### config.mk
export PLATFORM = sky130hd
export DESIGN_NAME = frdc_device_flat
export DESIGN_NICKNAME = d
export VERILOG_FILES = /design/src/core/frdc_pkg.sv /design/src/core/frdc_bus_if.sv /design/src/core/frdc_cfg_reg.sv /design/src/core/frdc_device.sv /design/src/flat_wrapper.sv
export VERILOG_INCLUDE_DIRS = /design/src /design/src/core
export SDC_FILE = /design/constraint.sdc
export NUM_CORES = 1
export LEC_CHECK = 0
export ABC_AREA = 1
export BUFFER_PORTS_ARGS = -buffer_cell sky130_fd_sc_hd__buf_4
export CAP_MARGIN = 20
export CORE_MARGIN = 8
export CORE_UTILIZATION = 40
export CTS_CLUSTER_SIZE = 16
export DETAILED_ROUTE_END_ITERATION = 10
export PLACE_DENSITY = 0.63
export SLEW_MARGIN = 30
export SYNTH_ARGS = -nofsm -noshare
export SYNTH_HDL_FRONTEND = slang
export SYNTH_HIERARCHICAL = 1
export SYNTH_SLANG_ARGS = --single-unit
### constraint.sdc
create_clock -name core_clk_in -period 4.2 [get_ports core_clk_in]
set_clock_uncertainty 0.05 [all_clocks]
set_input_delay 0.84 -clock core_clk_in [delete_from_list [all_inputs] [get_ports core_clk_in]]
set_output_delay 0.84 -clock core_clk_in [all_outputs]
set_load 0.1 [all_outputs]
### src/core/frdc_defines.svh
/*
  Constants of the flash read and drive configuration block: command codes,
  identification offsets, reset values, field positions and code limits.
  Assumes it is included by its bare name before the package and modules.
*/
`ifndef FRDC_DEFINES_SVH
`define FRDC_DEFINES_SVH

// command codes carried on the data lines
`define FRDC_CMD_CFG_SETUP     16'h0060
`define FRDC_CMD_READ_CONFIRM  16'h0003
`define FRDC_CMD_DRIVE_CONFIRM 16'h0004
`define FRDC_CMD_IDENT_MODE    16'h0090
`define FRDC_CMD_READ_ARRAY    16'h00FF
`define FRDC_CMD_READ_STATUS   16'h0070

// offsets within a partition in identification read mode
`define FRDC_OFS_MAKER     16'h0000
`define FRDC_OFS_READ_CFG  16'h0005
`define FRDC_OFS_DRIVE_CFG 16'h0006

// reset and fixed values
`define FRDC_READ_CFG_RESET  16'hBFCF
`define FRDC_DRIVE_CFG_RESET 16'h0004
`define FRDC_STATUS_READY    16'h0080
`define FRDC_ZERO_WORD       16'h0000

// writable bits, reserved bits cleared by the host
`define FRDC_READ_CFG_WMASK  16'hFD07
`define FRDC_DRIVE_CFG_WMASK 16'h0007

// read and drive configuration field positions
`define FRDC_MODE_BIT     15
`define FRDC_LAT_HI       14
`define FRDC_LAT_LO       11
`define FRDC_WAIT_POL_BIT 10
`define FRDC_WAIT_DLY_BIT 8
`define FRDC_BURST_HI     2
`define FRDC_BURST_LO     0
`define FRDC_DRIVE_HI     2
`define FRDC_DRIVE_LO     0

// code limits and encodings
`define FRDC_LAT_MIN     4'h3
`define FRDC_LAT_MAX     4'hD
`define FRDC_BURST_8     3'h2
`define FRDC_BURST_16    3'h3
`define FRDC_BURST_CONT  3'h7
`define FRDC_WORDS_8     5'h08
`define FRDC_WORDS_16    5'h10
`define FRDC_WORDS_NONE  5'h00

// drive codes and their impedance in ohms
`define FRDC_OHMS_1 7'h5A
`define FRDC_OHMS_2 7'h3C
`define FRDC_OHMS_3 7'h2D
`define FRDC_OHMS_4 7'h1E
`define FRDC_OHMS_5 7'h14
`define FRDC_OHMS_6 7'h0F
`define FRDC_OHMS_NONE 7'h00

`endif

### src/core/frdc_pkg.sv
/*
  Types shared by both ends: partition read modes, host operations and
  host sequencer states.
  Assumes frdc_defines.svh sits on the include path.
*/
`default_nettype none

package frdc_pkg;

  // read mode of one partition
  typedef enum logic [1:0] {
    frdc_mode_array,
    frdc_mode_status,
    frdc_mode_ident
  } frdc_read_mode_t;

  // operations the host user side may request
  typedef enum logic [1:0] {
    frdc_op_write_read_cfg,
    frdc_op_write_drive_cfg,
    frdc_op_get_read_cfg,
    frdc_op_get_drive_cfg
  } frdc_host_op_t;

  // host sequencer states
  typedef enum logic [2:0] {
    frdc_hs_idle,
    frdc_hs_setup,
    frdc_hs_confirm,
    frdc_hs_id_cmd,
    frdc_hs_id_wait,
    frdc_hs_exit
  } frdc_host_state_t;

endpackage : frdc_pkg

`default_nettype wire

### src/core/frdc_bus_if.sv
/*
  Memory bus between the host controller and the flash configuration logic.
  Assumes both ends run on the same clock; the testbench joins them.
*/
`timescale 1ns/1ps
`default_nettype none

interface frdc_bus_if #(
  parameter int ADDR_W = 24
);
  logic [ADDR_W-1:0] addr;   // partition in top bits, offset/value below
  logic [15:0]       wdata;  // command code of a write
  logic [15:0]       rdata;  // read answer
  logic              we;     // write strobe, one cycle
  logic              re;     // read strobe, one cycle
  logic              rvalid; // read answer valid, one cycle

  modport device (input addr, wdata, we, re, output rdata, rvalid);
  modport host   (output addr, wdata, we, re, input rdata, rvalid);
endinterface : frdc_bus_if

`default_nettype wire

### src/core/frdc_cfg_reg.sv
/*
  One volatile 16-bit configuration register with a load strobe.
  Assumes the loading logic runs on the same clock.
*/
`timescale 1ns/1ps
`default_nettype none

module frdc_cfg_reg #(
  parameter logic [15:0] RESET_VAL = 16'h0000
) (
  // clock and reset
  input  wire logic        core_clk_in,
  input  wire logic        reset_n_in,
  // load side
  input  wire logic        load_in,
  input  wire logic [15:0] value_in,
  // stored value
  output logic      [15:0] value_out
);

  // holds its reset value until loaded
  always_ff @(posedge core_clk_in or negedge reset_n_in) begin
    if (!reset_n_in) begin
      value_out <= RESET_VAL;
    end else if (load_in) begin
      value_out <= value_in;
    end
  end

endmodule : frdc_cfg_reg

`default_nettype wire

### src/core/frdc_device.sv
/*
  Device end: read and drive configuration registers of a partitioned flash,
  their two-cycle programming sequences, per-partition read modes and the
  identification read-back, plus decoded configuration outputs.
  Assumes the host keeps its own obligations and shares the device clock.
*/
//
// Overview of operation
// - read configuration is volatile sixteen bit register
// - identification mode offset five returns read configuration
// - reset gives BFCF; asynchronous mode ignores other bits
// - bit fifteen: zero synchronous, one asynchronous
// - bits fourteen to eleven: latency three..thirteen
// - host picks latency fitting its clock
// - bit ten sets wait output polarity
// - bit eight releases wait one clock early
// - host writes zero into reserved read bits
// - bits two to zero select burst length
// - read programming: setup 0060 then confirm 0003
// - setup write switches partition to status mode
// - confirm loads register, partition returns array mode
// - host compensates address wiring offsets
// - host never fetches while changing read mode
// - drive configuration register resets to 0004
// - drive bits set data and wait strength
// - drive codes map to ninety..fifteen ohms
// - drive programming: setup 0060 then confirm 0004
// - write 0090 enters identification read mode
// - all partitions start in array mode
`timescale 1ns/1ps
`default_nettype none
`include "frdc_defines.svh"

module frdc_device
  import frdc_pkg::*;
#(
  parameter int          ADDR_W     = 24,
  parameter int          PART_W     = 3,
  parameter logic [15:0] MAKER_CODE = 16'h00A5 // arbitrary value
) (
  // clock and reset
  input  wire logic        core_clk_in,
  input  wire logic        reset_n_in,
  // memory bus
  frdc_bus_if.device       bus,
  // register contents
  output logic      [15:0] read_cfg_out,
  output logic      [15:0] drive_cfg_out,
  // decoded read configuration
  output logic             sync_mode_out,
  output logic      [3:0]  latency_out,
  output logic             wait_active_high_out,
  output logic             wait_early_out,
  output logic             burst_wrap_out,
  output logic      [4:0]  burst_words_out,
  // decoded drive configuration
  output logic      [6:0]  drive_ohms_out,
  // unsupported setting present
  output logic             cfg_unsupported_out
);

  localparam int NPART = 1 << PART_W;

  // stored registers
  logic [15:0]        read_cfg;             // read configuration value
  logic [15:0]        drive_cfg;            // drive configuration value
  logic               pend;                 // setup taken, confirm awaited
  logic [PART_W-1:0]  pend_part;            // partition of the setup write
  frdc_read_mode_t    part_mode [NPART];    // read mode per partition

  // bus field decode
  wire  [PART_W-1:0]  part  = bus.addr[ADDR_W-1 -: PART_W];
  wire  [15:0]        a_val = bus.addr[15:0]; // value or offset field

  // write command decode
  wire is_setup = bus.we && (bus.wdata == `FRDC_CMD_CFG_SETUP);
  wire is_rconf = bus.we && pend && (pend_part == part)
                  && (bus.wdata == `FRDC_CMD_READ_CONFIRM);
  wire is_dconf = bus.we && pend && (pend_part == part)
                  && (bus.wdata == `FRDC_CMD_DRIVE_CONFIRM);
  wire is_bad   = bus.we && pend && !is_rconf && !is_dconf;
  wire is_id    = bus.we && !pend && (bus.wdata == `FRDC_CMD_IDENT_MODE);
  wire is_array = bus.we && !pend && (bus.wdata == `FRDC_CMD_READ_ARRAY);
  wire is_stat  = bus.we && !pend && (bus.wdata == `FRDC_CMD_READ_STATUS);

  // next read mode of the addressed partition
  frdc_read_mode_t next_mode;
  assign next_mode = (is_rconf || is_dconf) ? frdc_mode_array :
                     is_bad   ? frdc_mode_status :
                     is_setup ? frdc_mode_status :
                     is_id    ? frdc_mode_ident :
                     is_array ? frdc_mode_array :
                     is_stat  ? frdc_mode_status :
                     part_mode[part];

  // configuration registers, loaded from the confirm address bits
  frdc_cfg_reg #(
    .RESET_VAL (`FRDC_READ_CFG_RESET)
  ) u_read_cfg (
    .core_clk_in (core_clk_in),
    .reset_n_in  (reset_n_in),
    .load_in     (is_rconf),
    .value_in    (a_val),
    .value_out   (read_cfg)
  );

  frdc_cfg_reg #(
    .RESET_VAL (`FRDC_DRIVE_CFG_RESET)
  ) u_drive_cfg (
    .core_clk_in (core_clk_in),
    .reset_n_in  (reset_n_in),
    .load_in     (is_dconf),
    .value_in    (a_val),
    .value_out   (drive_cfg)
  );

  // pending setup tracking; any write ends it, and a setup write starts it only when none is pending
  always_ff @(posedge core_clk_in or negedge reset_n_in) begin
    if (!reset_n_in) begin
      pend      <= 1'b0;
      pend_part <= '0;
    end else if (bus.we) begin
      pend      <= is_setup && !pend;
      pend_part <= part;
    end
  end

  // per-partition read mode
  always_ff @(posedge core_clk_in or negedge reset_n_in) begin
    if (!reset_n_in) begin
      for (int i = 0; i < NPART; i++) begin
        part_mode[i] <= frdc_mode_array;
      end
    end else if (bus.we) begin
      for (int i = 0; i < NPART; i++) begin
        if (PART_W'(i) == part) begin
          part_mode[i] <= next_mode;
        end
      end
    end
  end

  // read data selection by the partition's read mode
  wire [15:0] id_data  = (a_val == `FRDC_OFS_READ_CFG)  ? read_cfg :
                         (a_val == `FRDC_OFS_DRIVE_CFG) ? drive_cfg :
                         (a_val == `FRDC_OFS_MAKER)     ? MAKER_CODE :
                         `FRDC_ZERO_WORD;
  wire [15:0] rd_sel   = (part_mode[part] == frdc_mode_ident)  ? id_data :
                         (part_mode[part] == frdc_mode_status) ? `FRDC_STATUS_READY :
                         `FRDC_ZERO_WORD;  // array data lies outside this block

  // read answer, one cycle after the strobe
  always_ff @(posedge core_clk_in or negedge reset_n_in) begin
    if (!reset_n_in) begin
      bus.rdata  <= `FRDC_ZERO_WORD;
      bus.rvalid <= 1'b0;
    end else begin
      bus.rvalid <= bus.re;
      if (bus.re) begin
        bus.rdata <= rd_sel;
      end
    end
  end

  // field decode of the read and drive configuration
  wire       sync_sel = !read_cfg[`FRDC_MODE_BIT];
  wire [3:0] lat      = read_cfg[`FRDC_LAT_HI:`FRDC_LAT_LO];
  wire [2:0] burst    = read_cfg[`FRDC_BURST_HI:`FRDC_BURST_LO];
  wire [2:0] drv      = drive_cfg[`FRDC_DRIVE_HI:`FRDC_DRIVE_LO];
  wire       lat_bad  = (lat < `FRDC_LAT_MIN) || (lat > `FRDC_LAT_MAX);
  wire       bur_bad  = (burst != `FRDC_BURST_8) && (burst != `FRDC_BURST_16)
                        && (burst != `FRDC_BURST_CONT);
  wire       drv_bad  = (drv == 3'h0) || (drv == 3'h7);

  // burst length decode
  wire [4:0] words    = (burst == `FRDC_BURST_8)  ? `FRDC_WORDS_8 :
                        (burst == `FRDC_BURST_16) ? `FRDC_WORDS_16 :
                        `FRDC_WORDS_NONE;
  wire       wrap     = (burst == `FRDC_BURST_8) || (burst == `FRDC_BURST_16);

  // impedance lookup of the drive code
  logic [6:0] ohms;
  always_comb begin
    case (drv)
      3'h1:    ohms = `FRDC_OHMS_1;
      3'h2:    ohms = `FRDC_OHMS_2;
      3'h3:    ohms = `FRDC_OHMS_3;
      3'h4:    ohms = `FRDC_OHMS_4;
      3'h5:    ohms = `FRDC_OHMS_5;
      3'h6:    ohms = `FRDC_OHMS_6;
      default: ohms = `FRDC_OHMS_NONE;  // reserved code
    endcase
  end

  // registered decoded outputs; burst fields apply only in synchronous mode
  always_ff @(posedge core_clk_in or negedge reset_n_in) begin
    if (!reset_n_in) begin
      read_cfg_out         <= `FRDC_READ_CFG_RESET;
      drive_cfg_out        <= `FRDC_DRIVE_CFG_RESET;
      sync_mode_out        <= 1'b0;
      latency_out          <= 4'h0;
      wait_active_high_out <= 1'b0;
      wait_early_out       <= 1'b0;
      burst_wrap_out       <= 1'b0;
      burst_words_out      <= `FRDC_WORDS_NONE;
      drive_ohms_out       <= `FRDC_OHMS_4;
      cfg_unsupported_out  <= 1'b0;
    end else begin
      read_cfg_out         <= read_cfg;
      drive_cfg_out        <= drive_cfg;
      sync_mode_out        <= sync_sel;
      latency_out          <= sync_sel ? lat : 4'h0;
      wait_active_high_out <= sync_sel && read_cfg[`FRDC_WAIT_POL_BIT];
      wait_early_out       <= sync_sel && read_cfg[`FRDC_WAIT_DLY_BIT];
      burst_wrap_out       <= sync_sel && wrap;
      burst_words_out      <= sync_sel ? words : `FRDC_WORDS_NONE;
      drive_ohms_out       <= ohms;
      cfg_unsupported_out  <= (sync_sel && (lat_bad || bur_bad)) || drv_bad;
    end
  end

endmodule : frdc_device

`default_nettype wire

### src/flat_wrapper.sv
// flat-port wrapper written by rule: the top's interface ports become plain ports
module frdc_device_flat import frdc_pkg::*;
#(
  parameter int          ADDR_W     = 24,
  parameter int          PART_W     = 3,
  parameter logic [15:0] MAKER_CODE = 16'h00A5                   
)
  (core_clk_in, reset_n_in, read_cfg_out, drive_cfg_out, sync_mode_out, latency_out, wait_active_high_out, wait_early_out, burst_wrap_out, burst_words_out, drive_ohms_out, cfg_unsupported_out, bus_addr, bus_wdata, bus_we, bus_re, bus_rdata, bus_rvalid);
  frdc_bus_if #(.ADDR_W(ADDR_W)) bus_i ();
  input  wire logic core_clk_in;
  input  wire logic reset_n_in;
  output logic      [15:0] read_cfg_out;
  output logic      [15:0] drive_cfg_out;
  output logic sync_mode_out;
  output logic      [3:0] latency_out;
  output logic wait_active_high_out;
  output logic wait_early_out;
  output logic burst_wrap_out;
  output logic      [4:0] burst_words_out;
  output logic      [6:0] drive_ohms_out;
  output logic cfg_unsupported_out;
  input wire logic [$bits(bus_i.addr)-1:0] bus_addr;
  input wire logic [$bits(bus_i.wdata)-1:0] bus_wdata;
  input wire logic [$bits(bus_i.we)-1:0] bus_we;
  input wire logic [$bits(bus_i.re)-1:0] bus_re;
  output wire logic [$bits(bus_i.rdata)-1:0] bus_rdata;
  output wire logic [$bits(bus_i.rvalid)-1:0] bus_rvalid;
  assign bus_i.addr = bus_addr;
  assign bus_i.wdata = bus_wdata;
  assign bus_i.we = bus_we;
  assign bus_i.re = bus_re;
  assign bus_rdata = bus_i.rdata;
  assign bus_rvalid = bus_i.rvalid;
  frdc_device #(.ADDR_W(ADDR_W), .PART_W(PART_W), .MAKER_CODE(MAKER_CODE)) u_core (.core_clk_in(core_clk_in), .reset_n_in(reset_n_in), .bus(bus_i), .read_cfg_out(read_cfg_out), .drive_cfg_out(drive_cfg_out), .sync_mode_out(sync_mode_out), .latency_out(latency_out), .wait_active_high_out(wait_active_high_out), .wait_early_out(wait_early_out), .burst_wrap_out(burst_wrap_out), .burst_words_out(burst_words_out), .drive_ohms_out(drive_ohms_out), .cfg_unsupported_out(cfg_unsupported_out));
endmodule
**After elaboration in Yosys (flattened, before gate mapping)**

Index checks and enable logic that the tools add are counted.

- Add/sub/neg operators: 0
- Multiply operators: 0
- Divide/modulo/power cells: 0
- $lt $le $gt $ge: 3
- Equality and inequality tests: 30
- Shift-type cells: 0
- Multiplexer cells: 19
- Bitwise logic cells: 1
- Reduce and logical (&&, ||, !) cells: 39

Operators with widths:

| operator | number |
|---|---|
| == test 16 x 3 -> 1 bit (second input constant) | 3 |
| 2-to-1 mux 16 bit | 3 |
| case mux 7 bit (6 select lines) | 1 |
| == test 16 x 7 -> 1 bit (second input constant) | 2 |
| == test 16 x 8 -> 1 bit (second input constant) | 2 |
| logical AND 1 bit | 18 |
| == test 16 x 2 -> 1 bit (second input constant) | 1 |
| logical NOT 16 bit | 1 |
| 2-to-1 mux 2 bit | 8 |
| 2-to-1 mux 8 bit | 2 |
| AND reduction 2 bit | 8 |
| 2-to-1 mux 5 bit | 3 |
| == test 3 x 2 -> 1 bit (second input constant) | 4 |
| == test 3 bit (first input constant) | 4 |
| == test 3 bit (second input constant) | 4 |
| binary-select mux 2 bit (select 3 bit) | 1 |
| == test 2 x 3 -> 1 bit (first input constant) | 2 |
| logical NOT 3 bit | 2 |
| logical OR 1 bit | 6 |
| != test 3 x 2 -> 1 bit (second input constant) | 2 |
| >= comparator 4 bit (second input constant) | 1 |
| greater-than comparator 4 bit (second input constant) | 1 |
| logical NOT 1 bit | 4 |
| < comparator 4 x 2 -> 1 bit (second input constant) | 1 |
| other kinds (8) | 8 |

- Register bits: 122
- Bits in latches: 0
- Memory bits (writable): 0
- Memory bits (read-only): 0
- Bits of input ports: 44
- Output and inout bits: 70
- Word-level logic and storage cells: 116
- Memories kept: 0

**Logic depth before layout (Yosys ltp)**

Gate-level depths: netlist of run 1.

- Depth after elaboration: 10
- Mapped depth: 12
- Mapped depth without buffers: 11

**Cells and area by module**

Netlist of run 1, hierarchy kept.

Modules (own cells, without submodules):

| module | times used | cells an instance | area each (µm²) | seq. area each (µm²) |
|---|---|---|---|---|
| frdc_device | 1 | 443 | 3759.9 | 2199.6 |
| frdc_cfg_reg at u_core.u_read_cfg | 1 | 68 | 660.6 | 416.6 |
| frdc_cfg_reg at u_core.u_drive_cfg | 1 | 68 | 645.6 | 401.6 |

**Worst setup path before layout of run 1**

No wires, ideal clock.

- Path type: input-to-reg
- Start: input port bus_wdata[15]
- End: register u_core.u_read_cfg.value_out[5]
- Setup time: 0.116 ns
- Data arrival time: 1.933 ns
- Data required time: 4.034 ns
- Slack: 2.100 ns
- Cell stages on the path: 10
- Path buffers: 2
- Path through: nor2_1 > nand2_1 > nor2_4 > nand2_1 > nor4_1 > buf_6 > inv_6 > buf_12 > nand2_1 > nand2_1

- Word-level cells in the longest chain between the ends: 2

RTL lines:

| item | line | RTL |
|---|---|---|
| start: declaration | flat_wrapper.sv:23 | `input wire logic [$bits(bus_i.wdata)-1:0] bus_wdata;` |
| == test 16 x 2 -> 1 bit (no source line) | n/a |  |
| logical AND 1 bit | frdc_device.sv:77 | `wire is_rconf = bus.we && pend && (pend_part == part)` |
| via u_core.is_rconf | frdc_device.sv:77 |  |
| end signal: assignment | frdc_cfg_reg.sv:26 | `value_out <= value_in;` |
| end: declaration | frdc_cfg_reg.sv:18 | `output logic [15:0] value_out` |

The timed path passes the listed nets, and every way through them passes these cells.
A chain may end at the register's enable or synchronous reset.

**Worst setup path after layout of run 1**

- Start: input port bus_addr[3]
- End: register u_core.bus.rdata[10]

- Word-level cells in the longest chain between the ends: 4
- Elaborated cells between the ends (all ways): 5
- Classes of those cells: eq/ne: 2; mux: 3

RTL lines:

| item | line | RTL |
|---|---|---|
| start: declaration | flat_wrapper.sv:22 | `input wire logic [$bits(bus_i.addr)-1:0] bus_addr;` |
| == test 16 x 3 -> 1 bit (no source line) | n/a |  |
| 2-to-1 mux 16 bit (no source line) | n/a |  |
| 2-to-1 mux 16 bit (no source line) * (2 in series) | n/a |  |
| end signal: assignment | frdc_device.sv:155 | `` bus.rdata <= `FRDC_ZERO_WORD; `` |
| end signal: assignment | frdc_device.sv:160 | `bus.rdata <= rd_sel;` |
| end: declaration | frdc_bus_if.sv:18 | `modport device (input addr, wdata, we, re, output rdata, rvalid);` |

Mark *: on every way between the ends. The rest lies on a longest branch, timed or not.

==> results of run 1 <==
[cell families after synthesis]
logic type / after synthesis / synth area share
simple gates: 356 / 0.292
buf+inv: 70 / 0.0729
xor+xnor: 2 / 0.00346
compound gates: 30 / 0.0336
flops: 119 / 0.596
other cells: 1 / 0.000740
mux: 1 / 0.00198
[routing by layer]
layer | track usage | vias to the layer above
met5 | 0 | -
met1 | 0.188 | 1943
met2 | 0.279 | 144
met3 | 0.0496 | 17
met4 | 0.0622 | 0
li1 | - | 2025
[power groups by stage]
stage               sequential (mW)  combinational, mW  clock (mW)
floorplan                      1.25              0.122           0
global placement               1.23              0.222           0
detailed placement             1.23              0.228           0
CTS                            1.22              0.228        1.61
global route                   1.22              0.253        1.67
finish                         1.22              0.225        1.59
[final cells by class]
| cell class | count | area (µm²) |
|---|---|---|
| fill | 1156 | 5900 |
| sequential | 119 | 3020 |
| multi-input combinational | 392 | 1690 |
| timing repair buffer | 109 | 818 |
| clock buffer | 20 | 457 |
| inverter | 55 | 216 |
| tap | 172 | 215 |
| clock inverter | 12 | 198 |
[state kept, by name, indices dropped and copies added, names as in the netlist, 2 cells and up]
signal	count
u_core/u_drive_cfg/value_out	16
u_core/drive_ohms_out	7
u_core/drive_cfg_out	16
u_core/part_mode	16
u_core/bus.rdata	16
u_core/latency_out	4
u_core/pend_part	3
u_core/read_cfg_out	16
u_core/u_read_cfg/value_out	16
u_core/burst_words_out	2
[path summary, 6_finish.rpt]
path | slack (ns) | end | depth (start not counted) | from
worst max-delay path | 1.98 | u_core/bus.rdata[10] | 8 | bus_addr[3]
worst min-delay path | 0.33 | u_core/read_cfg_out[1] | 0 | u_core/u_read_cfg/value_out[1]
worst max register to register | 2.54 | u_core/part_mode[10] | 8 | u_core/pend
worst min register to register | 0.33 | u_core/read_cfg_out[1] | 0 | u_core/u_read_cfg/value_out[1]
max in group asynchronous | 2.73 | u_core/u_drive_cfg/value_out[2] | 2 | reset_n_in
min in group asynchronous | 0.43 | u_core/drive_ohms_out[0] | 1 | reset_n_in
[per-stage QoR]
step,hold WS (ns),area [µm²],utilization
global route,0.327,6620,0.528
floorplan,0.310,5070,-
CTS,0.324,6620,0.528
detailed placement,0.315,5960,0.476
global placement,0.314,5960,0.476
finish,0.327,6620,0.528
[cell usage after synthesis]
library cell	n	share of area
nor2_4	2	0.0044
inv_2	3	0.0022
conb_1	1	0.00074
o211ai_1	2	0.0030
nand4_1	6	0.0074
o21ai_1	3	0.0030
clkinv_1	1	0.00074
inv_1	49	0.036
a21boi_0	1	0.0015
nand2_1	236	0.17
nor4_1	4	0.0049
buf_6	7	0.016
buf_4	3	0.0044
clkbuf_1	3	0.0022
inv_6	2	0.0035
nor2_1	51	0.038
nor3_4	1	0.0032
nand3_1	37	0.037
dfstp_2	32	0.17
o22ai_1	6	0.0074
mux2i_1	1	0.0020
o21ai_0	14	0.014
nand2_2	14	0.017
nor2_2	1	0.0012
a32o_1	1	0.0020
a21oi_1	3	0.0030
nor3_1	4	0.0040
buf_12	2	0.0079
dfrtp_1	87	0.43
xnor2_1	2	0.0035
==> results.cfg, run 1 <==
[global_route]
grt_max_degree = 55
antenna_found_initial = 0
first_global_vias = 4211
grt_usage = 0.163
grt_pass1_wl_um = 20900
gr-total-overflow = 0

[final_layout]
synthToLayoutAreaGrowth_pct = 30.6
drive_gt1_frac = 0.277
final_cell_mix = nand2_1 (236), buf_4 (109), dfrtp_1 (87)
num_antenna_cells = 0
final-instance-count-excl-fill = 879
fin_nets = 738
layout_commonest_cell = nand2_1

[power_and_ir_drop]
p_leak_nw = 3.44
seqPwrFrac = 0.402
netSwitchingFraction = 0.226
switchingPower_mw = 0.685
total_power_mw = 3.03
p_int_mw = 2.35
vdd.ir_drop.worst_uv = 203
clkPwrFrac = 0.524
p_comb_frac = 0.074
cellPowerDensity_nw_per_um2 = 458

[synth]
yosysSeqAreaShare = 0.596
yosysUniqueCellTypes = 30
synth_seq_cells = 119
yosysWarnings = 6
syn_avg_cell_area_um2 = 8.75
syn-cell-area_um2 = 5070
synthCells = 579

[die]
die_w_um = 129
core_um2 = 12500
pin_count = 114
start_util = 0.405
num_rows = 41
die_h_um = 129
die-area_um2 = 16500

[clock_network]
cts_tree = yes
cts_resized = 0
htree_levels = 4
cts_setup_buffers = 0
cts_root_buffer = clkbuf_16
clk_latency_ns = 0.41
cts_buffers = 17
cts.sinks = 119
ctsLongestPathBuffers = 2
hold_buffers = 0
clk_pin_slew_worst_paths_ns = 0.05

[placement]
dp_slack_ns = 1.59
routabilityCongestion = 0.838
place.port_buffers = 105
dpl.cell_count = 847
dpl.hpwl_um = 9270

[setup_path]
crit_arrival_ns = 2.51
critPathKind = input pin to register
crit_path_cell_trace = buf_4 > inv_1 > nand4_1 > inv_1 > nand2_2 > o22ai_1 > nand2_1 > nand2_1
timing.critical_path.buf_inv = 3
worst_setup_path_end_kind = register
critPathMaxFanout = 13
critPathMaxStageDelay_ns = 0.49
cp_data_required_time_ns = 4.49
setup.worst_path.start_class = input pin
slowest_stage = nand4_1
cpLargestDelayFamily = simple AND/OR/NAND/NOR gates

[run]
maxCapViolations = 0

[worst_hold_path]
min_path_type = register to register

[sta]
finalCriticalPeriod_ns = 2.22
fmax_mhz = 450
finalMaxSlewViolations = 0
fin_setup_tns_ns = 0
relSlewSlack = 0.545
final_hold_viol_count = 0
min_period_over_period = 0.529
rsz0062_at_grt = false
setup_slack_ns = 1.98
tightest_slew_ns = 0.678
setup_viol = 0

[drt]
viasPerCell = 4.70
drt_iter0_markers = 338
met2_length_um = 6480
drtPass1Iterations = 5
wl_um = 12900
top_layer_used = met4
routedWlPerCell_um = 14.7
route.detailed.drc = 0
via_count = 4129
final_antenna_net_count = 0
met3_wirelength_um = 1000
met1_length_um = 5230

[outcome]
status = finished clean
Note: power is estimated with default switching activity, not from simulation.
==> inputs of run 2 (changes only) <==
--- a/config.mk
+++ b/config.mk
@@ -13,7 +13,7 @@
 export CORE_UTILIZATION = 40
 export CTS_CLUSTER_SIZE = 16
 export DETAILED_ROUTE_END_ITERATION = 10
-export PLACE_DENSITY = 0.63
+export PLACE_DENSITY = 0.65
 export SLEW_MARGIN = 30
 export SYNTH_ARGS = -nofsm -noshare
 export SYNTH_HDL_FRONTEND = slang
==> constraint.sdc (replaced) <==
create_clock -name core_clk_in -period 1.9 [get_ports core_clk_in]
set_clock_uncertainty 0.05 [all_clocks]
set_input_delay 0.38 -clock core_clk_in [delete_from_list [all_inputs] [get_ports core_clk_in]]
set_output_delay 0.38 -clock core_clk_in [all_outputs]
set_load 0.1 [all_outputs]
==> results.cfg, run 2 (synthesis results as in run 1) <==
[die]
die_h_um = 129
start_util = 0.405
die_w_um = 129
die-area_um2 = 16500
pin_count = 114
num_rows = 41
core_um2 = 12500

[sta]
min_period_over_period = 0.874
setup_slack_ns = 0.240
finalMaxSlewViolations = 0
setup_viol = 0
finalCriticalPeriod_ns = 1.66
rsz0062_at_grt = false
fmax_mhz = 602
final_hold_viol_count = 0
fin_setup_tns_ns = 0

[drt]
routedWlPerCell_um = 14.4
top_layer_used = met4
route.detailed.drc = 0
met2_length_um = 6540
met1_length_um = 5220
drtPass1Iterations = 4
drt_iter0_markers = 233
via_count = 4152
met3_wirelength_um = 871
wl_um = 12800
final_antenna_net_count = 0
viasPerCell = 4.67

[global_route]
antenna_found_initial = 0
gr-total-overflow = 0
grt_usage = 0.163
first_global_vias = 4285
grt_pass1_wl_um = 21000
grt_max_degree = 66

[placement]
dpl.hpwl_um = 9440
dp_slack_ns = 0.0406
routabilityCongestion = 0.838
place.port_buffers = 105

[power_and_ir_drop]
p_int_mw = 4.90
cellPowerDensity_nw_per_um2 = 959
netSwitchingFraction = 0.237
switchingPower_mw = 1.52
p_comb_frac = 0.081
vdd.ir_drop.worst_uv = 496
clkPwrFrac = 0.500
seqPwrFrac = 0.419
p_leak_nw = 3.48

[clock_network]
cts_setup_buffers = 0
ctsLongestPathBuffers = 2
cts.sinks = 119
cts_tree = yes
clk_latency_ns = 0.42
clk_pin_slew_worst_paths_ns = 0.06
cts_resized = 0
cts_buffers = 17
htree_levels = 4
cts_root_buffer = clkbuf_16

[setup_path]
setup.worst_path.start_class = register
crit_path_start = u_core/read_cfg_out[1]
crit_path_cell_trace = buf_4
cpLargestDelayFamily = flip-flops
worst_setup_path_end_kind = output pin
r2r_slack_ns = 0.28
r2r_start = u_core/pend_part[0]
critPathMaxFanout = 1
critPathKind = register to output pin
crit_arrival_ns = 1.23
critPathMaxStageDelay_ns = 0.52
timing.critical_path.buf_inv = 1
cp_data_required_time_ns = 1.47
slowest_stage = dfstp_2

[run]
maxCapViolations = 0

[final_layout]
n_fill_cell = 1220
post-route-util = 0.535
num_antenna_cells = 0
final_cell_mix = nand2_1 (236), buf_4 (113), dfrtp_1 (87)
synthToLayoutAreaGrowth_pct = 32.3
drive_gt1_frac = 0.285
layout_commonest_cell = nand2_1
fin_nets = 748

[outcome]
status = finished clean

[worst_hold_path]
min_path_type = input pin to register
min-delay-start = bus_re
==> run 2: timing repair <==
item | CTS | global route
endpoints found under the hold margin | 87 | 0
setup endpoints to repair | 0 | 0
hold buffers | 1 | 0
==> run 2: power groups by stage <==
| stage | registers (mW) | clock network (mW) | logic [mW] |
|---|---|---|---|
| 3_5_place_dp | 2.73 | 0 | 0.525 |
| 4_1_cts | 2.69 | 3.27 | 0.529 |
| 3_3_place_gp | 2.73 | 0 | 0.513 |
| 6_report | 2.69 | 3.21 | 0.522 |
| 2_1_floorplan | 2.75 | 0 | 0.271 |
| 5_1_grt | 2.70 | 3.39 | 0.591 |
==> run 2: metrics by stage <==
stage | instance area (µm²) | total power, mW | hold slack (ns) | std cells
finish | 6700 | 6.42 | 0.0381 | 889
global route | 6700 | 6.68 | 0.0262 | 889
CTS | 6700 | 6.49 | 0.0199 | 889
detailed placement | 6090 | 3.25 | 0.316 | 856
global placement | 6090 | 3.24 | 0.314 | 856
floorplan | 5070 | 3.02 | 0.0344 | 581
==> run 2: per-layer routing <==
metal  vias to the layer above  GRT usage
met3                        14     0.0509
met2                       104      0.275
li1                       2049          -
met5                         -          0
met4                         0     0.0760
met1                      1985      0.186
==> run 2: layout make-up <==
| cell class | count | area [µm²] | area share |
|---|---|---|---|
| tap | 172 | 215 | 0.0321 |
| inverter | 55 | 216 | 0.0323 |
| sequential | 119 | 3020 | 0.450 |
| clock buffer | 20 | 447 | 0.0667 |
| multi-input combinational | 392 | 1690 | 0.253 |
| clock inverter | 12 | 153 | 0.0228 |
| timing repair buffer | 119 | 958 | 0.143 |
==> run 2: final timing paths <==
path,endpoint,cells after the start
setup / recovery,read_cfg_out[1],1
hold / removal,u_core/bus.rvalid,1
setup reg to reg,u_core/u_drive_cfg/value_out[3],7
hold reg to reg,u_core/read_cfg_out[3],0
max in group asynchronous,u_core/read_cfg_out[6],3
min in group asynchronous,u_core/wait_active_high_out,3
==> inputs of run 3 (changes only) <==
--- a/config.mk
+++ b/config.mk
@@ -13,6 +13,7 @@
 export CORE_UTILIZATION = 40
 export CTS_CLUSTER_SIZE = 16
 export DETAILED_ROUTE_END_ITERATION = 10
+export GPL_TIMING_DRIVEN = 0
 export PLACE_DENSITY = 0.65
 export SLEW_MARGIN = 30
 export SYNTH_ARGS = -nofsm -noshare
==> results.cfg, run 3 (synthesis results as in run 1) <==
[outcome]
status = finished clean

[final_layout]
multi_input_area_um2 = 1690
final-instance-count-excl-fill = 891
num_antenna_cells = 0
final_cell_mix = nand2_1 (236), buf_4 (106), dfrtp_1 (87)
synthToLayoutAreaGrowth_pct = 32.0
seqCellArea_um2 = 3020
n_fill_cell = 1189
fin_area_um2 = 6690
fin_nets = 750
drive_gt1_frac = 0.282
layout_commonest_cell = nand2_1

[clock_network]
cts_setup_buffers = 0
htree_levels = 4
clk_latency_ns = 0.41
hold_buffers = 1
cts_buffers = 17
cts_root_buffer = clkbuf_16
cts_tree = yes
clk_pin_slew_worst_paths_ns = 0.05
cts.sinks = 119
cts_resized = 0
ctsLongestPathBuffers = 2

[setup_path]
cp_data_required_time_ns = 2.15
crit_path_start = u_core/pend
critPathKind = register to register
worst_setup_path_end_kind = register
setup.worst_path.start_class = register
crit_arrival_ns = 1.94
critPathMaxFanout = 10
reg2regPathDepth = 9
r2r_start = u_core/pend

[sta]
fmax_mhz = 594
fin_setup_tns_ns = 0
finalCriticalPeriod_ns = 1.68
setup_viol = 0
relSlewSlack = 0.654
timing.hold.ws_ns = 0.0391
final_hold_viol_count = 0
min_period_over_period = 0.887
rsz0062_at_grt = false
tightest_slew_ns = 0.518
finalMaxSlewViolations = 0

[power_and_ir_drop]
p_comb_frac = 0.084
clkPwrFrac = 0.487
p_int_mw = 4.76
switchingPower_mw = 1.51
netSwitchingFraction = 0.241
seqPwrFrac = 0.429
vdd.ir_drop.worst_uv = 403
total_power_mw = 6.27
cellPowerDensity_nw_per_um2 = 938
p_leak_nw = 3.49

[placement]
dpl.cell_count = 858
place.port_buffers = 104
routabilityCongestion = 0.845
post_dp_cell_area_um2 = 6100
dpl.hpwl_um = 9300

[run]
maxCapViolations = 0

[die]
die_h_um = 129
start_util = 0.405
die-area_um2 = 16500
die_w_um = 129
pin_count = 114
num_rows = 41
core_um2 = 12500

[worst_hold_path]
min-delay-start = bus_re
min_path_type = input pin to register
whs_path_depth = 1

[drt]
route.detailed.drc = 0
routedWlPerCell_um = 14.4
drt_iter0_markers = 349
wl_um = 12800
via_count = 4158
viasPerCell = 4.67
final_antenna_net_count = 0
drtPass1Iterations = 5

[global_route]
grt_pass1_wl_um = 20700
grt_max_degree = 74
gr-total-overflow = 0
first_global_vias = 4163
antenna_found_initial = 0
grt_usage = 0.162
==> run 3: cell count changes in the layout (fill, tap and decap cells not counted), sizes merged <==
cell,delta
inv,-1
clkinvlp,-2
buf,-1
bufinv,-1
clkbuf,+2
clkinv,+5
==> run 3: worst paths after layout <==
| kind | end | slack (ns) |
|---|---|---|
| worst max-delay path | u_core/u_read_cfg/value_out[4] | 0.22 |
| worst min-delay path | u_core/bus.rvalid | 0.04 |
| worst max register to register | u_core/u_read_cfg/value_out[4] | 0.22 |
| worst min register to register | u_core/read_cfg_out[9] | 0.33 |
| max in group asynchronous | u_core/read_cfg_out[7] | 0.72 |
| min in group asynchronous | u_core/wait_active_high_out | 0.39 |
==> run 3: metrics by stage <==
step	setup slack [ns]	util
5_1_grt	0.0319	0.534
2_1_floorplan	0.260	-
6_report	0.215	0.534
3_5_place_dp	-0.0491	0.488
4_1_cts	0.203	0.534
3_3_place_gp	-0.0874	0.485
==> run 3: worst max-delay path: stages, from the launching register on <==
cell,delay [ns]
dfrtp_1,0.34
nand2_1,0.08
a21oi_1,0.12
nand4_1,0.18
nor4_1,0.30
buf_6,0.21
inv_6,0.06
buf_12,0.14
nand2_2,0.05
nand2_1,0.04
==> run 3: layer usage <==
layer	GRT usage	vias to the layer above	share of wire
met5	0	-	0
met4	0.0719	0	0.015
met3	0.0509	16	0.070
met2	0.273	115	0.50
met1	0.187	1970	0.41
li1	-	2057	-
==> run 3: power groups by stage <==
| stage | Clock (mW) | Sequential [mW] | Combinational, mW |
|---|---|---|---|
| 3_3_place_gp | 0 | 2.73 | 0.503 |
| 4_1_cts | 3.10 | 2.69 | 0.529 |
| 5_1_grt | 3.23 | 2.70 | 0.596 |
| 2_1_floorplan | 0 | 2.75 | 0.271 |
| 3_5_place_dp | 0 | 2.73 | 0.524 |
| 6_report | 3.06 | 2.69 | 0.524 |
==> run 3: cell type report <==
| type | instances | area share |
|---|---|---|
| Buffer | 15 | 0.0228 |
| Sequential cell | 119 | 0.451 |
| Clock buffer | 19 | 0.0662 |
| Clock inverter | 13 | 0.0196 |
| Multi-Input combinational cell | 392 | 0.252 |
| Timing Repair Buffer | 106 | 0.123 |
| Inverter | 55 | 0.0324 |
| Tap cell | 172 | 0.0322 |
